$ cat src/rtl/pbl_pkg.sv
// Contract
// - Hybrid 16-byte: wrap once, then linear onward
// - Code 110 repeats 16-byte aligned wrap
// - Code 100 repeats 128-byte aligned wrap
// - Code 101 repeats 64-byte aligned wrap
// - Codes 011 and 111 use 32-byte group
// - Burst type set gives plain increment
// - Latency before memory access and register read
// - Latency field selects three to seven clocks
// - Latency resets to seven clocks
// - Pending refresh raises strobe, adds latency
// - Register writes carry no latency at all
// - Refresh may overlap register write capture
// - Fixed latency: strobe high, two periods
// - Fixed latency active after reset
// - Variable mode: strobe high only for refresh
// - Drive strength field resets to zero
// - Strobe low one period, high two
// - Latency code table, others reserved
// - Hybrid bit: zero hybrid, one legacy
package pbl_pkg;

	// ----------------------------------------
	// Configuration register zero
	// ----------------------------------------
	localparam logic [15:0] CFG0_RST      = 16'h8F2F;
	localparam int          CFG_DRV_LSB   = 12;
	localparam int          CFG_DRV_MSB   = 14;
	localparam int          CFG_LAT_LSB   = 4;
	localparam int          CFG_LAT_MSB   = 7;
	localparam int          CFG_FIXED_BIT = 3;
	localparam int          CFG_HYB_BIT   = 2;
	localparam logic [31:0] CFG0_WADDR    = 32'h0000_0800;

	// ----------------------------------------
	// Burst lengths and group masks in words
	// ----------------------------------------
	localparam logic [1:0] BLEN_128     = 2'h0;
	localparam logic [1:0] BLEN_64      = 2'h1;
	localparam logic [1:0] BLEN_16      = 2'h2;
	localparam logic [6:0] GRP_MASK_128 = 7'h3F;
	localparam logic [6:0] GRP_MASK_64  = 7'h1F;
	localparam logic [6:0] GRP_MASK_32  = 7'h0F;
	localparam logic [6:0] GRP_MASK_16  = 7'h07;

	// ----------------------------------------
	// Initial latency codes and clock counts
	// ----------------------------------------
	localparam logic [3:0] LAT_CODE_3 = 4'hE;
	localparam logic [3:0] LAT_CODE_4 = 4'hF;
	localparam logic [3:0] LAT_CODE_5 = 4'h0;
	localparam logic [3:0] LAT_CODE_6 = 4'h1;
	localparam logic [3:0] LAT_CODE_7 = 4'h2;
	localparam logic [3:0] LAT_CLK_3  = 4'h3;
	localparam logic [3:0] LAT_CLK_4  = 4'h4;
	localparam logic [3:0] LAT_CLK_5  = 4'h5;
	localparam logic [3:0] LAT_CLK_6  = 4'h6;
	localparam logic [3:0] LAT_CLK_7  = 4'h7;

	// ----------------------------------------
	// Command-address phase layout
	// ----------------------------------------
	localparam logic [2:0] CA_LAST_EDGE = 3'h5;
	localparam int         CA_RD_BIT    = 47;
	localparam int         CA_REG_BIT   = 46;
	localparam int         CA_LIN_BIT   = 45;
	localparam int         CA_UP_MSB    = 44;
	localparam int         CA_UP_LSB    = 16;
	localparam int         CA_LOW_MSB   = 2;

	typedef struct packed {
		logic        rd;
		logic        reg_space;
		logic        linear;
		logic [31:0] waddr;
	} pbl_ca_t;

	typedef enum logic [2:0] {
		ST_IDLE = 3'h0,
		ST_CA   = 3'h1,
		ST_LAT  = 3'h3,
		ST_DATA = 3'h2,
		ST_REGW = 3'h6,
		ST_DONE = 3'h7
	} pbl_state_t;

	// Reserved codes fall back to the slowest setting so timing stays safe
	function automatic logic [3:0] pbl_lat_clocks(input logic [3:0] code);
		case (code)
			LAT_CODE_3: pbl_lat_clocks = LAT_CLK_3;
			LAT_CODE_4: pbl_lat_clocks = LAT_CLK_4;
			LAT_CODE_5: pbl_lat_clocks = LAT_CLK_5;
			LAT_CODE_6: pbl_lat_clocks = LAT_CLK_6;
			default:    pbl_lat_clocks = LAT_CLK_7;
		endcase
	endfunction

endpackage

$ cat src/rtl/pbl_addr_seq.sv
`timescale 1ns/1ps
module pbl_addr_seq #(
	parameter int AW = 21
) (
	input  wire logic          i_clk,
	input  wire logic          i_rst,
	input  wire logic          i_load,
	input  wire logic [AW-1:0] i_start,
	input  wire logic          i_linear,
	input  wire logic [2:0]    i_code,
	input  wire logic          i_step,
	output logic      [AW-1:0] o_addr
);
	import pbl_pkg::*;

	logic [AW-1:0] addr;
	logic [AW-1:0] start;
	logic [6:0]    cnt;
	logic          linear;
	logic          done;
	logic [2:0]    code;

	wire logic [6:0]    mask7;
	wire logic [AW-1:0] mask;
	wire logic [AW-1:0] grp_base;
	wire logic [AW-1:0] wrap_addr;
	wire logic [AW-1:0] grp_next;
	wire logic [AW-1:0] next_addr;
	wire logic          hybrid;
	wire logic          last_in_grp;

	// ----------------------------------------
	// Group size and next address
	// ----------------------------------------
	assign mask7 = (code[1:0] == BLEN_128) ? GRP_MASK_128 :
	               (code[1:0] == BLEN_64)  ? GRP_MASK_64  :
	               (code[1:0] == BLEN_16)  ? GRP_MASK_16  : GRP_MASK_32;
	assign mask        = AW'(mask7);
	assign grp_base    = addr & ~mask;
	assign wrap_addr   = grp_base | ((addr + AW'(1)) & mask);
	assign grp_next    = (start & ~mask) + mask + AW'(1);
	assign hybrid      = ~code[CFG_HYB_BIT];
	assign last_in_grp = hybrid && !done && (cnt == mask7);
	assign next_addr   = (linear || done) ? addr + AW'(1) :
	                     last_in_grp      ? grp_next : wrap_addr;
	assign o_addr      = addr;

	always_ff @(posedge i_clk or posedge i_rst) begin
		if (i_rst) begin
			addr   <= '0;
			start  <= '0;
			cnt    <= '0;
			linear <= 1'b0;
			done   <= 1'b0;
			code   <= '0;
		end else if (i_load) begin
			addr   <= i_start;
			start  <= i_start;
			cnt    <= '0;
			linear <= i_linear;
			done   <= 1'b0;
			code   <= i_code;
		end else if (i_step) begin
			addr <= next_addr;
			cnt  <= cnt + 7'h01;
			if (last_in_grp)
				done <= 1'b1;
		end
	end

	// ----------------------------------------
	// Checks
	// ----------------------------------------
	a_legacy_wrap_group: assert property (@(posedge i_clk) disable iff (i_rst)
		i_step && !i_load && !linear && !hybrid |=> grp_base == $past(grp_base))
		else $error("legacy wrap left its group");
	a_linear_increment: assert property (@(posedge i_clk) disable iff (i_rst)
		i_step && !i_load && linear |=> addr == $past(addr) + AW'(1))
		else $error("linear burst did not increment");
	a_hybrid_leave_group: assert property (@(posedge i_clk) disable iff (i_rst)
		i_step && !i_load && !linear && last_in_grp |=> addr == $past(grp_next) && done)
		else $error("hybrid burst did not move to next group");
	c_hybrid_done: cover property (@(posedge i_clk) disable iff (i_rst)
		i_step && last_in_grp);

	initial begin
		if (AW < 7 || AW > 32)
			$error("pbl_addr_seq: AW must be 7 to 32");
	end

endmodule // pbl_addr_seq

$ cat src/rtl/pbl_psram_burst_latency_ctrl.sv
`timescale 1ns/1ps
module pbl_psram_burst_latency_ctrl #(
	parameter int AW = 21
) (
	input  wire logic          I_CLK,
	input  wire logic          I_RST,
	input  wire logic          I_CK,
	input  wire logic          I_CS_N,
	input  wire logic [7:0]    I_DQ,
	input  wire logic          I_REFRESH_PEND,
	output logic               O_RW_DATA_STROBE,
	output logic               O_RW_DATA_STROBE_OE,
	output logic      [15:0]   O_CFG0,
	output logic      [2:0]    O_DRIVE_STRENGTH,
	output logic               O_ARRAY_BUSY,
	output logic               O_WORD_STB,
	output logic               O_WORD_WR,
	output logic               O_WORD_REG,
	output logic      [AW-1:0] O_WORD_ADDR,
	output logic      [15:0]   O_WORD_DATA
);
	import pbl_pkg::*;

	// ----------------------------------------
	// Link input synchronisers
	// ----------------------------------------
	logic       ck_s1;
	logic       ck_s2;
	logic       ck_q;
	logic       cs_n_s1;
	logic       cs_n_s2;
	logic [7:0] dq_s1;
	logic [7:0] dq_s2;

	always_ff @(posedge I_CLK or posedge I_RST) begin
		if (I_RST) begin
			ck_s1   <= 1'b0;
			ck_s2   <= 1'b0;
			ck_q    <= 1'b0;
			cs_n_s1 <= 1'b1;
			cs_n_s2 <= 1'b1;
			dq_s1   <= '0;
			dq_s2   <= '0;
		end else begin
			ck_s1   <= I_CK;
			ck_s2   <= ck_s1;
			ck_q    <= ck_s2;
			cs_n_s1 <= I_CS_N;
			cs_n_s2 <= cs_n_s1;
			dq_s1   <= I_DQ;
			dq_s2   <= dq_s1;
		end
	end

	// Data passes the same two stages as the clock, so it is stable at each edge
	wire logic ck_rise = ck_s2 & ~ck_q;
	wire logic ck_fall = ~ck_s2 & ck_q;
	wire logic ck_edge = ck_rise | ck_fall;
	wire logic cs_act  = ~cs_n_s2;

	// ----------------------------------------
	// State and storage
	// ----------------------------------------
	pbl_state_t  state;
	pbl_state_t  next_state;
	logic [15:0] cfg0;
	logic [39:0] ca_sh;
	logic [2:0]  ca_cnt;
	logic        rw_data_strobe_hi;
	logic [3:0]  lat_cnt;
	logic [7:0]  hi_byte;
	pbl_ca_t     ca;
	logic        word_stb;
	logic [15:0] word_data;
	logic        word_wr;
	logic        word_reg;

	wire logic [47:0]   ca_full  = {ca_sh, dq_s2};
	wire logic          cfg_fixed = cfg0[CFG_FIXED_BIT];
	wire logic [3:0]    cfg_lat   = cfg0[CFG_LAT_MSB:CFG_LAT_LSB];
	wire logic [3:0]    lat_clk   = pbl_lat_clocks(cfg_lat);
	wire logic [3:0]    lat_sel   = rw_data_strobe_hi ? {lat_clk[2:0], 1'b0} : lat_clk;
	wire logic          enter_ca  = (state == ST_IDLE) && cs_act;
	wire logic          ca_done   = (state == ST_CA) && ck_edge && (ca_cnt == CA_LAST_EDGE);
	wire pbl_ca_t       ca_dec;
	wire logic          is_regw   = ca_dec.reg_space && !ca_dec.rd;
	wire logic          lat_last  = (state == ST_LAT) && ck_fall && (lat_cnt == 4'h0);
	wire logic          data_word = (state == ST_DATA) && ck_fall;
	wire logic          cfg_hit   = (ca.waddr == CFG0_WADDR);
	wire logic [AW-1:0] seq_addr;

	assign ca_dec.rd        = ca_full[CA_RD_BIT];
	assign ca_dec.reg_space = ca_full[CA_REG_BIT];
	assign ca_dec.linear    = ca_full[CA_LIN_BIT];
	assign ca_dec.waddr     = {ca_full[CA_UP_MSB:CA_UP_LSB], ca_full[CA_LOW_MSB:0]};

	// ----------------------------------------
	// Transaction sequence
	// ----------------------------------------
	always_comb begin
		next_state = state;
		case (state)
			ST_IDLE: begin
				if (cs_act)
					next_state = ST_CA;
			end
			ST_CA: begin
				if (ca_done)
					next_state = is_regw ? ST_REGW : ST_LAT;
			end
			ST_LAT: begin
				if (lat_last)
					next_state = ST_DATA;
			end
			ST_DATA: begin
				next_state = ST_DATA;
			end
			ST_REGW: begin
				if (ck_fall)
					next_state = ST_DONE;
			end
			default: begin
				next_state = ST_DONE;
			end
		endcase
		if (!cs_act)
			next_state = ST_IDLE;
	end

	always_ff @(posedge I_CLK or posedge I_RST) begin
		if (I_RST)
			state <= ST_IDLE;
		else
			state <= next_state;
	end

	// Strobe level is chosen at select time: fixed mode or a pending refresh
	always_ff @(posedge I_CLK or posedge I_RST) begin
		if (I_RST)
			rw_data_strobe_hi <= 1'b0;
		else if (enter_ca)
			rw_data_strobe_hi <= cfg_fixed | I_REFRESH_PEND;
	end

	always_ff @(posedge I_CLK or posedge I_RST) begin
		if (I_RST) begin
			ca_sh  <= '0;
			ca_cnt <= '0;
		end else if (enter_ca) begin
			ca_cnt <= '0;
		end else if ((state == ST_CA) && ck_edge) begin
			ca_sh  <= ca_full[39:0];
			ca_cnt <= ca_cnt + 3'h1;
		end
	end

	always_ff @(posedge I_CLK or posedge I_RST) begin
		if (I_RST)
			ca <= '0;
		else if (ca_done)
			ca <= ca_dec;
	end

	// A high strobe (fixed mode or refresh) doubles the wait; counted on rising edges, left on the last falling edge
	always_ff @(posedge I_CLK or posedge I_RST) begin
		if (I_RST)
			lat_cnt <= '0;
		else if (ca_done)
			lat_cnt <= lat_sel;
		else if ((state == ST_LAT) && ck_rise)
			lat_cnt <= lat_cnt - 4'h1;
	end

	// ----------------------------------------
	// Configuration register zero
	// ----------------------------------------
	// Register write data is taken right after the address, no wait at all
	always_ff @(posedge I_CLK or posedge I_RST) begin
		if (I_RST)
			cfg0 <= CFG0_RST;
		else if ((state == ST_REGW) && ck_fall && cfg_hit)
			cfg0 <= {hi_byte, dq_s2};
	end

	always_ff @(posedge I_CLK or posedge I_RST) begin
		if (I_RST)
			hi_byte <= '0;
		else if (((state == ST_DATA) || (state == ST_REGW)) && ck_rise)
			hi_byte <= dq_s2;
	end

	// ----------------------------------------
	// Word stream and address sequencer
	// ----------------------------------------
	pbl_addr_seq #(
		.AW (AW)
	) u_seq (
		.i_clk    (I_CLK),
		.i_rst    (I_RST),
		.i_load   (ca_done),
		.i_start  (ca_dec.waddr[AW-1:0]),
		.i_linear (ca_dec.linear),
		.i_code   (cfg0[2:0]),
		.i_step   (data_word),
		.o_addr   (seq_addr)
	);

	always_ff @(posedge I_CLK or posedge I_RST) begin
		if (I_RST) begin
			word_stb    <= 1'b0;
			word_data   <= '0;
			word_wr     <= 1'b0;
			word_reg    <= 1'b0;
			O_WORD_ADDR <= '0;
		end else begin
			word_stb <= data_word;
			if (data_word) begin
				word_data   <= {hi_byte, dq_s2};
				word_wr     <= !ca.rd;
				word_reg    <= ca.reg_space;
				O_WORD_ADDR <= seq_addr;
			end
		end
	end

	// ----------------------------------------
	// Outputs
	// ----------------------------------------
	assign O_RW_DATA_STROBE           = rw_data_strobe_hi;
	assign O_RW_DATA_STROBE_OE        = (state == ST_CA);
	assign O_CFG0           = cfg0;
	assign O_DRIVE_STRENGTH = cfg0[CFG_DRV_MSB:CFG_DRV_LSB];
	// Array stays free during register writes so a refresh can run alongside
	assign O_ARRAY_BUSY     = (state == ST_LAT) || (state == ST_DATA);
	assign O_WORD_STB       = word_stb;
	assign O_WORD_WR        = word_wr;
	assign O_WORD_REG       = word_reg;
	assign O_WORD_DATA      = word_data;

	// ----------------------------------------
	// Checks
	// ----------------------------------------
	a_fixed_strobe_high: assert property (@(posedge I_CLK) disable iff (I_RST)
		enter_ca && cfg_fixed |=> O_RW_DATA_STROBE && O_RW_DATA_STROBE_OE)
		else $error("fixed latency did not drive strobe high");
	a_var_strobe_level: assert property (@(posedge I_CLK) disable iff (I_RST)
		enter_ca && !cfg_fixed |=> O_RW_DATA_STROBE == $past(I_REFRESH_PEND))
		else $error("variable strobe level wrong");
	a_reset_config: assert property (@(posedge I_CLK) disable iff (I_RST)
		$fell(I_RST) |-> cfg_fixed && lat_clk == LAT_CLK_7 && O_DRIVE_STRENGTH == 3'h0)
		else $error("config not at reset value");
	a_latency_load: assert property (@(posedge I_CLK) disable iff (I_RST)
		ca_done && !is_regw && cs_act |=> state == ST_LAT && lat_cnt == $past(lat_sel))
		else $error("latency count not loaded");
	a_latency_double: assert property (@(posedge I_CLK) disable iff (I_RST)
		ca_done && !is_regw && rw_data_strobe_hi && cs_act |=> lat_cnt == {$past(lat_clk[2:0]), 1'b0})
		else $error("strobe high did not double latency");
	a_regw_zero_lat: assert property (@(posedge I_CLK) disable iff (I_RST)
		ca_done && is_regw && cs_act |=> state == ST_REGW)
		else $error("register write got latency");
	a_lat_code_table: assert property (@(posedge I_CLK) disable iff (I_RST)
		(cfg_lat == LAT_CODE_3 |-> lat_clk == LAT_CLK_3) and
		(cfg_lat == LAT_CODE_6 |-> lat_clk == LAT_CLK_6))
		else $error("latency code decode wrong");
	a_lat_to_data: assert property (@(posedge I_CLK) disable iff (I_RST)
		lat_last && cs_act |=> state == ST_DATA ##0 !O_WORD_STB)
		else $error("latency end did not open data");
	a_regw_array_free: assert property (@(posedge I_CLK) disable iff (I_RST)
		state == ST_REGW |-> !O_ARRAY_BUSY)
		else $error("array busy during register write");
	c_fixed_data: cover property (@(posedge I_CLK) disable iff (I_RST)
		cfg_fixed && lat_last);
	c_reg_write: cover property (@(posedge I_CLK) disable iff (I_RST)
		(state == ST_REGW) && ck_fall && cfg_hit);
	c_refresh_var: cover property (@(posedge I_CLK) disable iff (I_RST)
		enter_ca && !cfg_fixed && I_REFRESH_PEND);

	initial begin
		if (AW < 7 || AW > 32)
			$error("pbl_psram_burst_latency_ctrl: AW must be 7 to 32");
	end

endmodule // pbl_psram_burst_latency_ctrl

$ cat config.mk
export PLATFORM = sky130hd
export DESIGN_NAME = pbl_psram_burst_latency_ctrl
export DESIGN_NICKNAME = d
export VERILOG_FILES = /design/src/rtl/pbl_pkg.sv /design/src/rtl/pbl_addr_seq.sv /design/src/rtl/pbl_psram_burst_latency_ctrl.sv
export SDC_FILE = /design/constraint.sdc
export NUM_CORES = 1
export LEC_CHECK = 0
export ABC_AREA = 1
export BUFFER_PORTS_ARGS = -buffer_cell sky130_fd_sc_hd__buf_2
export CAP_MARGIN = 20
export CORE_ASPECT_RATIO = 0.7
export CORE_UTILIZATION = 55
export CTS_CLUSTER_DIAMETER = 200
export DETAILED_ROUTE_END_ITERATION = 7
export GPL_TIMING_DRIVEN = 0
export PLACE_DENSITY = 0.77
export SYNTH_ARGS = -nofsm -noshare
export SYNTH_HDL_FRONTEND = slang
export SYNTH_HIERARCHICAL = 1
export SYNTH_SLANG_ARGS = --single-unit
$ cat constraint.sdc
create_clock -name I_CLK -period 8.1 [get_ports I_CLK]
set_input_delay 0.405 -clock I_CLK [delete_from_list [all_inputs] [get_ports I_CLK]]
set_output_delay 0.405 -clock I_CLK [all_outputs]
set_load 0.1 [all_outputs]
==> summary.md <==
| Metric | Value |
|---|---|
| Final Hold Fails | 0 |
| Cell family with most CP delay | buffers and inverters |
| Area grow syn2layout | 15.1% |
| Worst EP required | 8550 ps |
| Worst-Margin Slew | approximately 680 ps |
| Post-synth EDFFs | 0 |
| Number of sinks driven by the clock tree | ~220 |
| Number of synthesized register bits | ~220 |
| Ratio of cells with drive above 1 in the final layout | 0.139 |
| DIE AREA | 18800 um^2 |
| DR vias/cell | about 5.5 |
| Port bufs | 74 |
| Antenna-violating nets left | 0 |
| Pleak | approximately 5.9 nW |
| Row cnt | 40 |
| Grt total ovfl | 0 |
| First-pass GRT wire length | between 40 and 50 mm |
| CP peak stage delay | approximately 510 ps |
| 1st-iter DRT viols | ~1000 |
| Largest net degree at the start of global routing | 100 |
| Core Box Area | about 18000 um^2 |
| Maxcap violations | 0 |
| CTS Buf Count | 22 |
| Nets | around 1400 |
| Synth Warn # | 6 |
| Starting Density | 0.573 |
| Outcome | finished clean |
| RSZ-0062 raised after global routing | false |
| Top cells by area, synth | dfrtp_1 52%, nand2_1 16%, o21ai_0 6.5%, inv_1 3.8%, nor2_1 3.4% |
| Crit end category | flip-flop |
| Most frequent cells in the layout | 419 x nand2_1, 209 x dfrtp_1, 130 x o21ai_0 |
| Drc violations | 0 |
| CTS tree | yes |
| Slowest library cell on the worst path | clkbuf_1 |
| Slew margin rel. | 0.550 |
| Initial antenna violation count | 0 |
| Die Ht | around 120 um |
| 1st-pass router iterations | 5 |
| Worst-case clock buffer depth | 3 |
| Routability cong. | between 0.9 and 1 |
| Cells after synthesis | ~1200 |
| CTS clk-pin slew, worst paths | approximately 70 ps |
| Final Max Tran Viols | 0 |
| Final setup vio count | 0 |
| Clock Latency Late Sink | between 500 and 600 ps |
| Post-Syn Nets | roughly 1200 |
| Post-synth top area cell | dfrtp_1 |
| Worst endpoint data arrival time | ~3600 ps |
| Vias | 8687 |
| Tot GR Track Use | 0.285 |
| Final period util | 0.386 |
| Min-delay worst type | in2reg |
| Crit-path cells | inv_1 > ha_1 > inv_1 > nand3_2 > nor2_4 > buf_2 > clkbuf_1 > clkbuf_1 > clkbuf_1 > nand2_1 > nand3_1 |
| Fin Clk Skew | slightly below 10 ps |
| Synth cell types | 44 |
| Final wirelength | roughly 26 mm |
| PostCTS Resize Cnt | 0 |
| Register area share after synthesis | 0.553 |
| Routed len/inst | 16.3 um |
| Fmax | approximately 0.32 GHz |
| Half-perimeter wire length after placement | 18.2 mm |
| Fillers | approximately 1500 |
| Final Util | 0.659 |
| Minimum clock period | roughly 3100 ps |
| Critical path's most frequent cell | clkbuf_1 |
| Post-route setup TNS | 0 ps |
| Worst vdd ir | 469 uV |
| Mapped Area | 10000 um^2 |
| Share of the synthesized area in the top cell type | 0.521 |
| Syn Area/Cell | between 8 and 9 um^2 |
| Vias in the first global route | about 8100 |
| CTS Root Cell | clkbuf_16 |
| I/O pins | 75 |
| Setup bufs post-CTS | 0 |
| Pwr Density | between 200 and 300 nW/um^2 |
| H-Tree Depth | 1 |
| Crit Path Max Fanout | 10 |
| Ys flop type | dfrtp_1 |
| Buf+Inv Stages, Crit Path | 6 |
| Die width | ~160 um |
| Crit Path Class | reg2reg |
| Critical path startpoint category | flip-flop |
| Synth async-reset ratio | 1.00 |
| Leading cell type in the layout, fill and taps excluded | nand2_1 |
| # diodes | 0 |
state kept, by name (all words and copies together), names as in the netlist, 3 cells and up, named ones only:
register / flops
u_seq/start: 18
state: 3
O_WORD_DATA: 16
ca: 34
ca_cnt: 3
u_seq/code: 3
lat_cnt: 4
u_seq/cnt: 7
ca_sh: 40
u_seq/o_addr: 18
O_CFG0: 16
O_WORD_ADDR: 21
dq_s1: 8
dq_s2: 8
hi_byte: 8
synth_stat cells, types with 3 or more instances:
cell,n
dfrtp_1,209
nand3_2,5
and3_1,3
ha_1,9
buf_4,4
nand2_2,3
xor2_1,6
nor2_1,91
or2_2,3
nand4_1,11
nor3_1,9
xnor2_1,3
nor2_4,4
nand3_1,64
buf_6,4
dfstp_2,12
a21oi_1,39
inv_1,101
o21ai_1,17
o21ai_0,130
nand2_1,419
buf_2,19
clkbuf_1,20
inv_2,5
nor2_2,4
final timing paths:
| check | startpoint | end | slack, ps | cells past startpoint |
|---|---|---|---|---|
| worst max-delay path | ck_s2 | u_seq/o_addr[1] | 4970 | 11 |
| worst min-delay path | I_REFRESH_PEND | O_RW_DATA_STROBE | 160 | 3 |
| worst max register to register | ck_s2 | u_seq/o_addr[1] | 4970 | 11 |
| worst min register to register | dq_s1[4] | dq_s2[4] | 350 | 0 |
| max in group asynchronous | I_RST | cs_n_s2 | 6680 | 4 |
| min in group asynchronous | I_RST | u_seq/cnt[2] | 480 | 3 |
area by class of cell:
| cell class | instances | area, um^2 | area share |
|---|---|---|---|
| inverters | 108 | 420 | 0.0364 |
| repair buffers | 87 | 528 | 0.0457 |
| plain buffers | 47 | 245 | 0.0212 |
| clock inverters | 11 | 100 | 0.00867 |
| well taps | 231 | 289 | 0.0250 |
| flip-flops and latches | 221 | 5550 | 0.480 |
| clock buffers | 27 | 589 | 0.0510 |
| multi-input cells | 841 | 3830 | 0.332 |
per-layer routing:
| metal | vias to the layer above | global-route usage | wire length (um) | part of all wire |
|---|---|---|---|---|
| met3 | 32 | 0.0527 | 2490 | 0.097 |
| met4 | 0 | 0.0555 | 319 | 0.012 |
| met1 | 4168 | 0.450 | 12100 | 0.47 |
| met2 | 388 | 0.408 | 10800 | 0.42 |
| met5 | - | 0.0152 | 0 | 0 |
| li1 | 4099 | - | - | - |
worst register-to-register path: stages, from the launching register on:
cell and delay (ps):
dfrtp_1 370, inv_1 60, ha_1 300, inv_1 80
nand3_2 170, nor2_4 220, buf_2 310, clkbuf_1 330
clkbuf_1 510, clkbuf_1 480, nand2_1 130, nand3_1 110
logic make-up after synthesis:
family,after synthesis,synth area share
and+or+nand+nor,624,0.260
xor gates and xnor gates,9,0.00786
adders and majority gates,9,0.0112
AOI/OAI and AO/OA,199,0.103
buffers and inverters,155,0.0656
DFF,221,0.553
where the power goes:
group / internal [mW] / leakage, nW / switching, mW
clock network: 0.553 / 0.344 / 0.437
registers: 1.33 / 2.90 / 0.195
logic: 0.200 / 2.64 / 0.728
through the flow:
| stage | std cells | setup slack [ps] | hold WS (ps) | total power [mW] | instance area [um^2] |
|---|---|---|---|---|---|
| global route | 1573 | 4760 | 153 | 3.60 | 11500 |
| global placement | 1522 | 1250 | 332 | 2.42 | 10700 |
| detailed placement | 1524 | 5060 | 335 | 2.45 | 10700 |
| floorplan | 1217 | 3110 | 331 | 2.21 | 10000 |
| CTS | 1573 | 5020 | 151 | 3.45 | 11500 |
| finish | 1573 | 4970 | 158 | 3.44 | 11500 |
timing repair:
action                                  4_1_cts  5_1_grt
endpoints found under the hold margin        51        0
endpoints found under the setup margin        0        0
hold buffers                                 11        0
No activity file was read; power rests on OpenSTA's default activity.
